### config.mk
export PLATFORM = sky130hd
export DESIGN_NAME = pin_share_top
export DESIGN_NICKNAME = d
export VERILOG_FILES = /design/src/pin_share_cell.v /design/src/pin_share_top.v
export VERILOG_INCLUDE_DIRS = /design/src
export SDC_FILE = /design/constraint.sdc
export NUM_CORES = 1
export LEC_CHECK = 0
export ABC_AREA = 1
export BUFFER_PORTS_ARGS = -buffer_cell sky130_fd_sc_hd__buf_4
export CORE_ASPECT_RATIO = 0.9
export CORE_MARGIN = 3
export CORE_UTILIZATION = 35
export CTS_CLUSTER_SIZE = 24
export DETAILED_ROUTE_END_ITERATION = 16
export PLACE_DENSITY = 0.69
export SLEW_MARGIN = 20
export SYNTH_ARGS = -nofsm -noshare
export SYNTH_HDL_FRONTEND = slang
export SYNTH_SLANG_ARGS = --single-unit
### constraint.sdc
create_clock -name mclk -period 3.95 [get_ports mclk]
set_input_delay 0.1975 -clock mclk [delete_from_list [all_inputs] [get_ports mclk]]
set_output_delay 0.1975 -clock mclk [all_outputs]
set_load 0.01 [all_outputs]
### src/pin_share_map.vh
// Constants for the shared pin function select block
// Assumes inclusion by pin_share_top.v and pin_share_cell.v
`ifndef PIN_SHARE_MAP_VH
`define PIN_SHARE_MAP_VH

// Reset value of every registered pin output
`define PIN_RST_LEVEL     1'h0
// Reset value of registered output enables: all released
`define PIN_RST_OE        1'h0
// Reset value of routed peripheral inputs: idle high
`define PIN_RST_IN_IDLE   1'h1
// Reset value of the analog route select
`define PIN_RST_ANALOG    1'h0
// Bit position of analog channel ten in analog_input_select_two
`define ANALOG_TEN_BIT    2
// Width of analog_input_select_two
`define ANALOG_SEL2_W     7
// Reset value of the three routed trigger inputs: idle high
`define PIN_RST_TRIG      3'h7
// Reset value of the two-channel routed serial inputs: idle high
`define PIN_RST_SER       2'h3

`endif

### src/pin_share_cell.v
// One shared pin: peripheral output beats port output
// Assumes synchronous pin inputs and one clock mclk
`timescale 1ns/1ns
`default_nettype none

`include "pin_share_map.vh"

module pin_share_cell
(
    input  wire mclk,
    input  wire sys_rst,
    input  wire periph_out_en,
    input  wire periph_out,
    input  wire periph_oe,
    input  wire port_dir,
    input  wire port_out,
    input  wire pin_in,
    output reg  pin_out_ff,
    output reg  pin_oe_ff,
    output reg  port_in_ff
);

    reg nxt_pin_out;
    reg nxt_pin_oe;

    always @*
    begin
        if (periph_out_en)
        begin
            nxt_pin_out = periph_out;
            nxt_pin_oe  = periph_oe;
        end
        else
        begin
            nxt_pin_out = port_out;
            nxt_pin_oe  = port_dir;
        end
    end

    always @(posedge mclk or posedge sys_rst)
    begin
        if (sys_rst)
        begin
            pin_out_ff <= `PIN_RST_LEVEL;
            pin_oe_ff  <= `PIN_RST_OE;
            port_in_ff <= `PIN_RST_LEVEL;
        end
        else
        begin
            pin_out_ff <= nxt_pin_out;
            pin_oe_ff  <= nxt_pin_oe;
            port_in_ff <= pin_in;
        end
    end

endmodule

`default_nettype wire

### src/pin_share_top.v
// Pin-sharing select for analog, interrupt, pulse, timer and serial pins
// Assumes peripheral enables come from software registers elsewhere
`timescale 1ns/1ns
`default_nettype none

`include "pin_share_map.vh"

module pin_share_top
(
    input  wire                      mclk,
    input  wire                      sys_rst,
    // Software enables
    input  wire [`ANALOG_SEL2_W-1:0] analog_input_select_two,
    input  wire                      ext_irq_four_en,
    input  wire                      ext_irq_five_en,
    input  wire [2:0]                pulse_out_en,
    input  wire [2:0]                reload_trig_en,
    input  wire [1:0]                reload_out_en,
    input  wire [1:0]                serial_tx_en,
    input  wire [1:0]                serial_rx_en,
    input  wire [1:0]                serial_clk_out_en,
    // Peripheral signals
    input  wire [2:0]                pulse_wave,
    input  wire [1:0]                reload_wave,
    input  wire [1:0]                serial_tx_data,
    input  wire [1:0]                serial_clk_drive,
    // Port registers: pins 0..7 of port0, then port1 bits 0..5, port4_bit6
    input  wire [14:0]               port_dir,
    input  wire [14:0]               port_out,
    // Pads
    input  wire [14:0]               pin_in,
    input  wire                      nmi_pin_n,
    output wire [14:0]               pin_out,
    output wire [14:0]               pin_oe,
    output wire [14:0]               port_in,
    // Routed peripheral inputs
    output reg                       analog_ten_sel_ff,
    output reg                       nmi_req_n_ff,
    output reg                       ext_irq_four_ff,
    output reg                       ext_irq_five_ff,
    output reg  [2:0]                reload_trig_ff,
    output reg  [1:0]                serial_rx_ff,
    output reg  [1:0]                serial_clk_in_ff
);

    // Pin indices inside the pin vectors
    localparam PORT0_BIT0 = 0;
    localparam PORT0_BIT2 = 2;
    localparam PORT0_BIT3 = 3;
    localparam PORT0_BIT4 = 4;
    localparam PORT0_BIT5 = 5;
    localparam PORT0_BIT6 = 6;
    localparam PORT0_BIT7 = 7;
    localparam PORT1_BIT0 = 8;
    localparam PORT1_BIT1 = 9;
    localparam PORT1_BIT2 = 10;
    localparam PORT1_BIT3 = 11;
    localparam PORT1_BIT4 = 12;
    localparam PORT1_BIT5 = 13;
    localparam PORT4_BIT6 = 14;

    reg [14:0] sel_en;
    reg [14:0] sel_out;
    reg [14:0] sel_oe;
    reg [14:0] port_oe_mask;
    reg [14:0] eff_dir;

    // Input gate: pin level when function enabled, else idle high
    function gate_in;
        input en;
        input lvl;
        begin
            gate_in = en ? lvl : `PIN_RST_IN_IDLE;
        end
    endfunction

    always @*
    begin
        sel_en  = 15'h0000;
        sel_out = 15'h0000;
        sel_oe  = 15'h0000;
        port_oe_mask = 15'h7fff;
        sel_en[PORT0_BIT2:PORT0_BIT0]  = pulse_out_en;
        sel_out[PORT0_BIT2:PORT0_BIT0] = pulse_wave;
        sel_oe[PORT0_BIT2:PORT0_BIT0]  = pulse_out_en;
        // Reload output pins, none for timer zero
        sel_en[PORT0_BIT7:PORT0_BIT6]  = reload_out_en;
        sel_out[PORT0_BIT7:PORT0_BIT6] = reload_wave;
        sel_oe[PORT0_BIT7:PORT0_BIT6]  = reload_out_en;
        // Serial transmit pins, channel one alike
        sel_en[PORT1_BIT0]  = serial_tx_en[0];
        sel_out[PORT1_BIT0] = serial_tx_data[0];
        sel_oe[PORT1_BIT0]  = serial_tx_en[0];
        sel_en[PORT1_BIT3]  = serial_tx_en[1];
        sel_out[PORT1_BIT3] = serial_tx_data[1];
        sel_oe[PORT1_BIT3]  = serial_tx_en[1];
        // Two-way serial clock pins, channel one alike
        sel_en[PORT1_BIT2]  = serial_clk_out_en[0];
        sel_out[PORT1_BIT2] = serial_clk_drive[0];
        sel_oe[PORT1_BIT2]  = serial_clk_out_en[0];
        sel_en[PORT1_BIT5]  = serial_clk_out_en[1];
        sel_out[PORT1_BIT5] = serial_clk_drive[1];
        sel_oe[PORT1_BIT5]  = serial_clk_out_en[1];
        sel_en[PORT4_BIT6]  = analog_input_select_two[`ANALOG_TEN_BIT];
        // Interrupt inputs share pulse zero and two pins
        if (!pulse_out_en[0] && ext_irq_four_en)
            sel_en[PORT0_BIT0] = 1'b1;
        if (!pulse_out_en[2] && ext_irq_five_en)
            sel_en[PORT0_BIT2] = 1'b1;
        // Trigger pins: port driver held off while trigger on
        if (reload_trig_en[0])
            port_oe_mask[PORT0_BIT3] = 1'b0;
        if (reload_trig_en[1])
            port_oe_mask[PORT0_BIT4] = 1'b0;
        if (reload_trig_en[2])
            port_oe_mask[PORT0_BIT5] = 1'b0;
        // Receive pins: port output held off, channel one alike
        if (serial_rx_en[0])
            port_oe_mask[PORT1_BIT1] = 1'b0;
        if (serial_rx_en[1])
            port_oe_mask[PORT1_BIT4] = 1'b0;
        // Disabled functions leave plain port direction
        eff_dir = port_dir & port_oe_mask;
    end

    genvar g;
    generate
        for (g = 0; g < 15; g = g + 1)
        begin : pin_gen
            pin_share_cell u_cell
            (
                .mclk          (mclk),
                .sys_rst       (sys_rst),
                .periph_out_en (sel_en[g]),
                .periph_out    (sel_out[g]),
                .periph_oe     (sel_oe[g]),
                .port_dir      (eff_dir[g]),
                .port_out      (port_out[g]),
                .pin_in        (pin_in[g]),
                .pin_out_ff    (pin_out[g]),
                .pin_oe_ff     (pin_oe[g]),
                .port_in_ff    (port_in[g])
            );
        end
    endgenerate

    always @(posedge mclk or posedge sys_rst)
    begin
        if (sys_rst)
        begin
            analog_ten_sel_ff <= `PIN_RST_ANALOG;
            nmi_req_n_ff      <= `PIN_RST_IN_IDLE;
            ext_irq_four_ff   <= `PIN_RST_IN_IDLE;
            ext_irq_five_ff   <= `PIN_RST_IN_IDLE;
            reload_trig_ff    <= `PIN_RST_TRIG;
            serial_rx_ff      <= `PIN_RST_SER;
            serial_clk_in_ff  <= `PIN_RST_SER;
        end
        else
        begin
            analog_ten_sel_ff <= analog_input_select_two[`ANALOG_TEN_BIT];
            nmi_req_n_ff      <= nmi_pin_n;
            ext_irq_four_ff   <= gate_in(ext_irq_four_en,
                                         pin_in[PORT0_BIT0]);
            ext_irq_five_ff   <= gate_in(ext_irq_five_en,
                                         pin_in[PORT0_BIT2]);
            reload_trig_ff[0] <= gate_in(reload_trig_en[0],
                                         pin_in[PORT0_BIT3]);
            reload_trig_ff[1] <= gate_in(reload_trig_en[1],
                                         pin_in[PORT0_BIT4]);
            reload_trig_ff[2] <= gate_in(reload_trig_en[2],
                                         pin_in[PORT0_BIT5]);
            serial_rx_ff[0]   <= gate_in(serial_rx_en[0],
                                         pin_in[PORT1_BIT1]);
            serial_rx_ff[1]   <= gate_in(serial_rx_en[1],
                                         pin_in[PORT1_BIT4]);
            // Clock pins always readable for external clock
            serial_clk_in_ff[0] <= pin_in[PORT1_BIT2];
            serial_clk_in_ff[1] <= pin_in[PORT1_BIT5];
        end
    end

endmodule

`default_nettype wire

==> metrics.md, run 1 <==
| Metric | Value |
|---|---|
| Share of final-layout standard cells stronger than drive strength 1 | 52.10% |
| Transition time at the pin with the least slew margin | 0.9060 ns |
| End-of-flow core utilization | 56.87% |
| VDD IR max | 0.0002350 V |
| Number of stages on the worst hold path | 2 |
| Final Wtd Congestion | 0.6816 |
| Post-Synthesis Mean Instance Area | 11.93 µm² |
| PortBufs | 129 |
| Syn Std Cell Area | 2052 µm² |
| Post-route antenna net violation count | 0 |
| Main area contributors after synthesis | sky130_fd_sc_hd__dfrtp_1 56%, sky130_fd_sc_hd__buf_4 16%, sky130_fd_sc_hd__dfstp_2 13% |
| Hold path startpoint | reload_trig_en[1] |
| Cell area after placement | 2766 µm² |
| Ys Warns | 0 |
| Die extent in y | 78.64 µm |
| Initial core utilization | 37.70% |
| Number of top-level design ports | 136 |
| Count of H-tree levels built during CTS | 2 |
| Dpl cells | 323 |
| Placement row count | 25 |
| Critical-path top delay cell | sky130_fd_sc_hd__dfstp_2 |
| Power per cell area | 369.4 nW/µm² |
| Largest stage delay, worst path | 0.53 ns |
| Die W | 86.71 µm |
| Root Buffer Master | sky130_fd_sc_hd__clkbuf_8 |
| Number of buffer and inverter stages on the critical path | 1 |
| Period minus WS final | 1.133 ns |
| Avg WL per Cell | 11.18 µm |
| Maximum number of pins on one net before global-route repair | 57 |
| Arrival time of data at the critical path endpoint | 0.94 ns |
| Outcome | completed |
| First-pass iteration count of the detailed router | 2 |
| Vias in the first global route | 1,493 |
| RSZ-0062 raised after global routing | no |
| Clock transition at the register clock pins on the worst setup and hold paths after CTS | 0.09 ns |
| Total GRT Usage | 12.06% |
| Placeable Area | 5443 µm² |
| Detail Route met2 WL | 2058 µm |
| Sequential area share after synthesis | 68.90% |
| CTS tree | done |
| Post-synth top flop | sky130_fd_sc_hd__dfrtp_1 |
| Highest routed layer | met4 |
| Count of final hold-check violations | 0 |
| Met3 routed WL | 555 µm |
| Worst slack at placement | 2.649 ns |
| Number of filler instances in the final layout | 458 |
| Endpoint of the worst hold-timing path | reload_trig_ff[1] |
| Routed vias/inst | 3.946 |
| M1 WL | 1295 µm |
| Synth cell count leaders | 46 x sky130_fd_sc_hd__dfrtp_1, 45 x sky130_fd_sc_hd__buf_4, 24 x sky130_fd_sc_hd__inv_1, 22 x sky130_fd_sc_hd__nand2_1, 10 x sky130_fd_sc_hd__dfstp_2 |
| Number of unique standard cell types used by synthesis | 9 |
| Classification of the worst-slack hold path | primary input to flip-flop |
| Crit path setup slack, layout | 2.817 ns |
| Area growth from synthesis to layout | 50.85% |
| Crit end category | output pin |
| Antenna diode instance count | 0 |
| Crit-path cells | buf_4 |
| Required time at the worst-slack endpoint | 3.75 ns |
| Worst slew margin relative to its limit | 39.53% |
| Area leader, netlist | sky130_fd_sc_hd__dfrtp_1 |
| First DRT Iteration DRCs | 33 |
| Antenna violations before repair | 0 |
| Post-CTS Repair Setup Buffers | 0 |
| Fraction of post-synthesis cell area in the top cell type by area | 56.10% |
| Post-Syn Nets | 252 |
| Via count | 1,393 |
| Kind of launch point of the worst setup path | flip-flop |
| Number of maximum-capacitance violations | 0 |
| Count of mapped cells out of synthesis | 172 |
| Leak Pwr | 1.627 nW |
| Total Die Area | 6819 µm² |
| Most repeated cell in the gate-level netlist after synthesis | sky130_fd_sc_hd__dfrtp_1 |
| Final cell count without fillers | 353 |
| Slew Limit Fails | 0 |
| Global-route wire length before repair | 6444 µm |
| Sink Count | 56 |
| Maximum root-to-sink buffer count | 2 |
| Final net count | 365 |
| Detailed Route WL | 3948 µm |
| Async set or reset register ratio after synthesis | 100.0% |
| Maximum clock rate | 0.8826 GHz |
| Kind of cell with the highest combined delay on the critical path | flip-flops |
| Final standard cell area without fillers | 3095 µm² |
| Grt total ovfl | 0 |
| Crit path max fanout | 1 |
| Portion of the clock cycle consumed by the worst path in the final layout | 28.69% |
| Setup violations, final | 0 |
| Remaining DRCs | 0 |
| Cts bufs inserted | 5 |
| Post-detailed-placement half-perimeter wirelength | 3139 µm |
| Number of register bits inferred by synthesis | 56 |
| Post-synth EDFFs | 0 |
| Type of the worst setup path | flip-flop to output pin |
| Final setup TNS | 0 ns |
==> kinds of logic after synthesis <==
family	count (synthesis)	share of synthesized area, %
AO/OA/AOI/OAI	9	2.195
buffers and inverters	69	20.85
flip-flops	56	68.90
AND/OR/NAND/NOR	38	8.049
==> through the flow <==
| stage | hold slack (ns) | total power, W |
|---|---|---|
| finish | 0.02258 | 0.001144 |
| global route | 0.004492 | 0.001209 |
| CTS | 0.002865 | 0.001163 |
| detailed placement | 0.3079 | 0.0007863 |
| global placement | 0.3071 | 0.0007819 |
| floorplan | 0.2020 | 0.0007050 |
==> state kept, by name, summed over array words and instances (netlist names) <==
register	cells
analog_ten_sel_ff	1
ext_irq_five_ff	1
pin_gen.u_cell.port_in_ff	15
reload_trig_ff	3
serial_clk_in_ff	2
pin_gen.u_cell.pin_oe_ff	15
ext_irq_four_ff	1
nmi_req_n_ff	1
serial_rx_ff	2
pin_gen.u_cell.pin_out_ff	15
==> power by group <==
group	switching (W)	total (W)	internal, W
registers	0.00000857	0.000617	0.000608
clock network	0.000167	0.000355	0.000188
logic	0.0000660	0.000172	0.000106
==> repair_timing <==
action,CTS,global route
resized for setup,0,0
endpoints found under the hold margin,17,5
hold buffers,17,5
==> layout by cell type, fill, tap and decap left out <==
| master | instances |
|---|---|
| sky130_fd_sc_hd__buf_4 | 129 |
| sky130_fd_sc_hd__dfrtp_1 | 46 |
| sky130_fd_sc_hd__inv_1 | 23 |
| sky130_fd_sc_hd__nand2_1 | 22 |
| sky130_fd_sc_hd__dlygate4sd3_1 | 22 |
| sky130_fd_sc_hd__dfstp_2 | 10 |
| sky130_fd_sc_hd__o21ai_0 | 9 |
| sky130_fd_sc_hd__or2_1 | 7 |
| sky130_fd_sc_hd__nor2_1 | 7 |
| sky130_fd_sc_hd__clkbuf_8 | 5 |
| sky130_fd_sc_hd__nor2_2 | 2 |
| sky130_fd_sc_hd__clkinv_2 | 2 |
| sky130_fd_sc_hd__bufinv_16 | 1 |
| sky130_fd_sc_hd__clkbuf_1 | 1 |
==> per-layer routing <==
metal	track usage (%)	vias up
met5	0	-
met4	3.738	0
met3	6.191	5
met2	21.33	77
met1	12.23	629
li1	-	682
==> how the worst max path moves through the flow <==
| stage | slack (ns) | from | endpoint | cells past startpoint |
|---|---|---|---|---|
| 2_1_floorplan | 2.40 | sys_rst | analog_ten_sel_ff | 1 |
| 3_3_place_gp | 2.69 | sys_rst | pin_gen[9].u_cell.port_in_ff | 2 |
| 3_5_place_dp | 2.65 | sys_rst | pin_gen[9].u_cell.port_in_ff | 2 |
| 4_1_cts | 2.80 | nmi_req_n_ff | nmi_req_n_ff | 1 |
| 5_1_grt | 2.76 | nmi_req_n_ff | nmi_req_n_ff | 1 |
| 6_report | 2.82 | nmi_req_n_ff | nmi_req_n_ff | 1 |
==> cell type report <==
| type | count | area, µm² | share of cell area [%] |
|---|---|---|---|
| repair buffers | 151 | 1189 | 38.40 |
| clock inverters | 2 | 35.03 | 1.132 |
| well taps | 67 | 83.83 | 2.708 |
| clock buffers | 6 | 72.57 | 2.344 |
| multi-input cells | 47 | 210.2 | 6.791 |
| flip-flops and latches | 56 | 1414 | 45.68 |
| inverters | 24 | 91.34 | 2.951 |
(Power assumes the default switching activity.)
==> inputs of run 2 (changes only) <==
==> constraint.sdc (replaced) <==
create_clock -name mclk -period 1.1 [get_ports mclk]
set_input_delay 0.055 -clock mclk [delete_from_list [all_inputs] [get_ports mclk]]
set_output_delay 0.055 -clock mclk [all_outputs]
set_load 0.01 [all_outputs]
==> metrics.md, run 2 (same netlist as run 1, synthesis figures left out) <==
| Metric | Value |
|---|---|
| Highest-count cells in the layout ignoring fill and taps | 129 x sky130_fd_sc_hd__buf_4, 72 x sky130_fd_sc_hd__dlygate4sd3_1, 46 x sky130_fd_sc_hd__dfrtp_1 |
| Final Wtd Congestion | 0.7513 (+10%) |
| Die W | 86.71 µm (unchanged) |
| Maximum clock rate | 1.004 GHz |
| Maximum root-to-sink buffer count | 2 (unchanged) |
| Period minus WS final | 0.9956 ns |
| Slew Limit Fails | 0 (unchanged) |
| Number of filler instances in the final layout | 419 (-8.5%) |
| RSZ-0062 raised after global routing | no |
| Grt total ovfl | 0 (unchanged) |
| Avg WL per Cell | 12.98 µm (+16%) |
| Final standard cell area without fillers | 3601 µm² (+16%) |
| Transition time at the pin with the least slew margin | 0.2850 ns (-0.6210 ns) |
| Leak Pwr | 1.832 nW (+13%) |
| Required time at the worst-slack endpoint | 1.04 ns (-2.71 ns) |
| First DRT Iteration DRCs | 41 (+24%) |
| Count of H-tree levels built during CTS | 2 (unchanged) |
| Die extent in y | 78.64 µm (unchanged) |
| Total area of multi-input combinational cells | 210.2 µm² (unchanged) |
| Kind of cell with the highest combined delay on the critical path | flip-flops |
| Vias in the first global route | 1,881 (+26%) |
| Total Die Area | 6819 µm² (unchanged) |
| Number of top-level design ports | 136 (unchanged) |
| Routed vias/inst | 4.059 (+2.9%) |
| Number of maximum-capacitance violations | 0 (unchanged) |
| Cts bufs inserted | 5 (unchanged) |
| Root Buffer Master | sky130_fd_sc_hd__clkbuf_8 |
| Final net count | 416 (+14%) |
| Final setup TNS | 0 ns (unchanged) |
| Global-route wire length before repair | 8459 µm (+31%) |
| Crit end category | output pin |
| Most common cell after layout, fill and taps aside | sky130_fd_sc_hd__buf_4 |
| Area growth from synthesis to layout | 75.49% |
| Post-detailed-placement half-perimeter wirelength | 3164 µm (+0.80%) |
| Maximum number of pins on one net before global-route repair | 57 (unchanged) |
| Placement row count | 25 (unchanged) |
| Arrival time of data at the critical path endpoint | 0.94 ns (about the same) |
| Kind of launch point of the worst setup path | flip-flop |
| Biggest registers after layout | pin_gen.u_cell.pin_oe_ff: 15 flops, pin_gen.u_cell.pin_out_ff: 15 flops, pin_gen.u_cell.port_in_ff: 15 flops |
| Crit path max fanout | 1 (unchanged) |
| Clock transition at the register clock pins on the worst setup and hold paths after CTS | 0.09 ns (about the same) |
| Antenna diode instance count | 0 (unchanged) |
| Type of the worst setup path | flip-flop to output pin |
| Total GRT Usage | 16.24% (+4.2 points) |
| Post-CTS Repair Setup Buffers | 0 (unchanged) |
| Classification of the worst-slack hold path | primary input to flip-flop |
| Via count | 1,640 (+18%) |
| Power per cell area | 1141 nW/µm² (+210%) |
| Register area | 1414 µm² (unchanged) |
| Cell area after placement | 2790 µm² (+0.86%) |
| Sink Count | 56 (unchanged) |
| Crit-path cells | buf_4 |
| Detailed Route WL | 5245 µm (+33%) |
| VDD IR max | 0.0007332 V (+210%) |
| Setup violations, final | 0 (unchanged) |
| Worst slew margin relative to its limit | 81.00% (+41 points) |
| Initial core utilization | 37.70% (unchanged) |
| Outcome | completed |
| CTS tree | done |
| Antenna violations before repair | 0 (unchanged) |
| Post-route antenna net violation count | 0 (unchanged) |
| PortBufs | 129 (unchanged) |
| Critical-path top delay cell | sky130_fd_sc_hd__dfstp_2 |
| Share of final-layout standard cells stronger than drive strength 1 | 44.21% (-7.9 points) |
| Worst slack at placement | 0.4227 ns (-2.226 ns) |
| Crit path setup slack, layout | 0.1044 ns (-2.713 ns) |
| First-pass iteration count of the detailed router | 4 (+2) |
| Largest stage delay, worst path | 0.54 ns (about the same) |
| Worst hold slack | 0.05791 ns (+0.03532 ns) |
| Remaining DRCs | 0 (unchanged) |
| Number of buffer and inverter stages on the critical path | 1 (unchanged) |
| Count of final hold-check violations | 0 (unchanged) |
| Portion of the clock cycle consumed by the worst path in the final layout | 90.51% |
| Placeable Area | 5443 µm² (unchanged) |
-- run 2: tightest hold or removal path, stage by stage --
cell                      delay [ns]
sky130_fd_sc_hd__buf_4          0.11
sky130_fd_sc_hd__inv_1          0.06
sky130_fd_sc_hd__o21ai_0        0.08
-- run 2: repair_timing --
item,4_1_cts,5_1_grt
hold buffers,72,0
endpoints found under the hold margin,102,0
gates resized for setup,0,0
-- run 2: stage by stage --
stage / utilization [%] / cells / total power, W
final: 66.16 / 404 / 0.004108
after global routing: 66.16 / 404 / 0.004321
after CTS: 66.16 / 404 / 0.004154
after detailed placement: 51.26 / 324 / 0.002833
after global placement: 51.26 / 324 / 0.002819
after floorplan: - / 172 / 0.002532
-- run 2: worst paths after layout --
| check | startpoint | endpoint | cells after the start |
|---|---|---|---|
| worst max-delay path | reload_trig_ff[1] | reload_trig_ff[1] | 1 |
| worst min-delay path | port_out[7] | pin_gen[7].u_cell.pin_out_ff | 3 |
| max in group asynchronous | sys_rst | serial_clk_in_ff[0] | 4 |
| min in group asynchronous | sys_rst | pin_gen[1].u_cell.port_in_ff | 4 |
-- run 2: routing by layer --
| layer | GRT usage (%) | vias to the layer above | routed length (µm) |
|---|---|---|---|
| met5 | 0 | - | 0 |
| met3 | 5.561 | 17 | 498 |
| met4 | 7.165 | 0 | 163 |
| met1 | 14.97 | 748 | 1706 |
| met2 | 31.42 | 92 | 2877 |
| li1 | - | 783 | - |
-- run 2: report_power, final --
part           switching [W]  total [W]  internal [W]  leakage (nW)
registers          0.0000312    0.00222       0.00218         0.642
logic               0.000286   0.000790      0.000504          1.14
clock network       0.000587    0.00110      0.000515        0.0455
-- run 2: cell type report --
class	instances	share of cell area, %
Inverter	24	2.606
Sequential cell	56	39.26
Timing Repair Buffer	202	47.46
Multi-Input combinational cell	47	5.837
Tap cell	67	2.328
Clock buffer	8	2.502
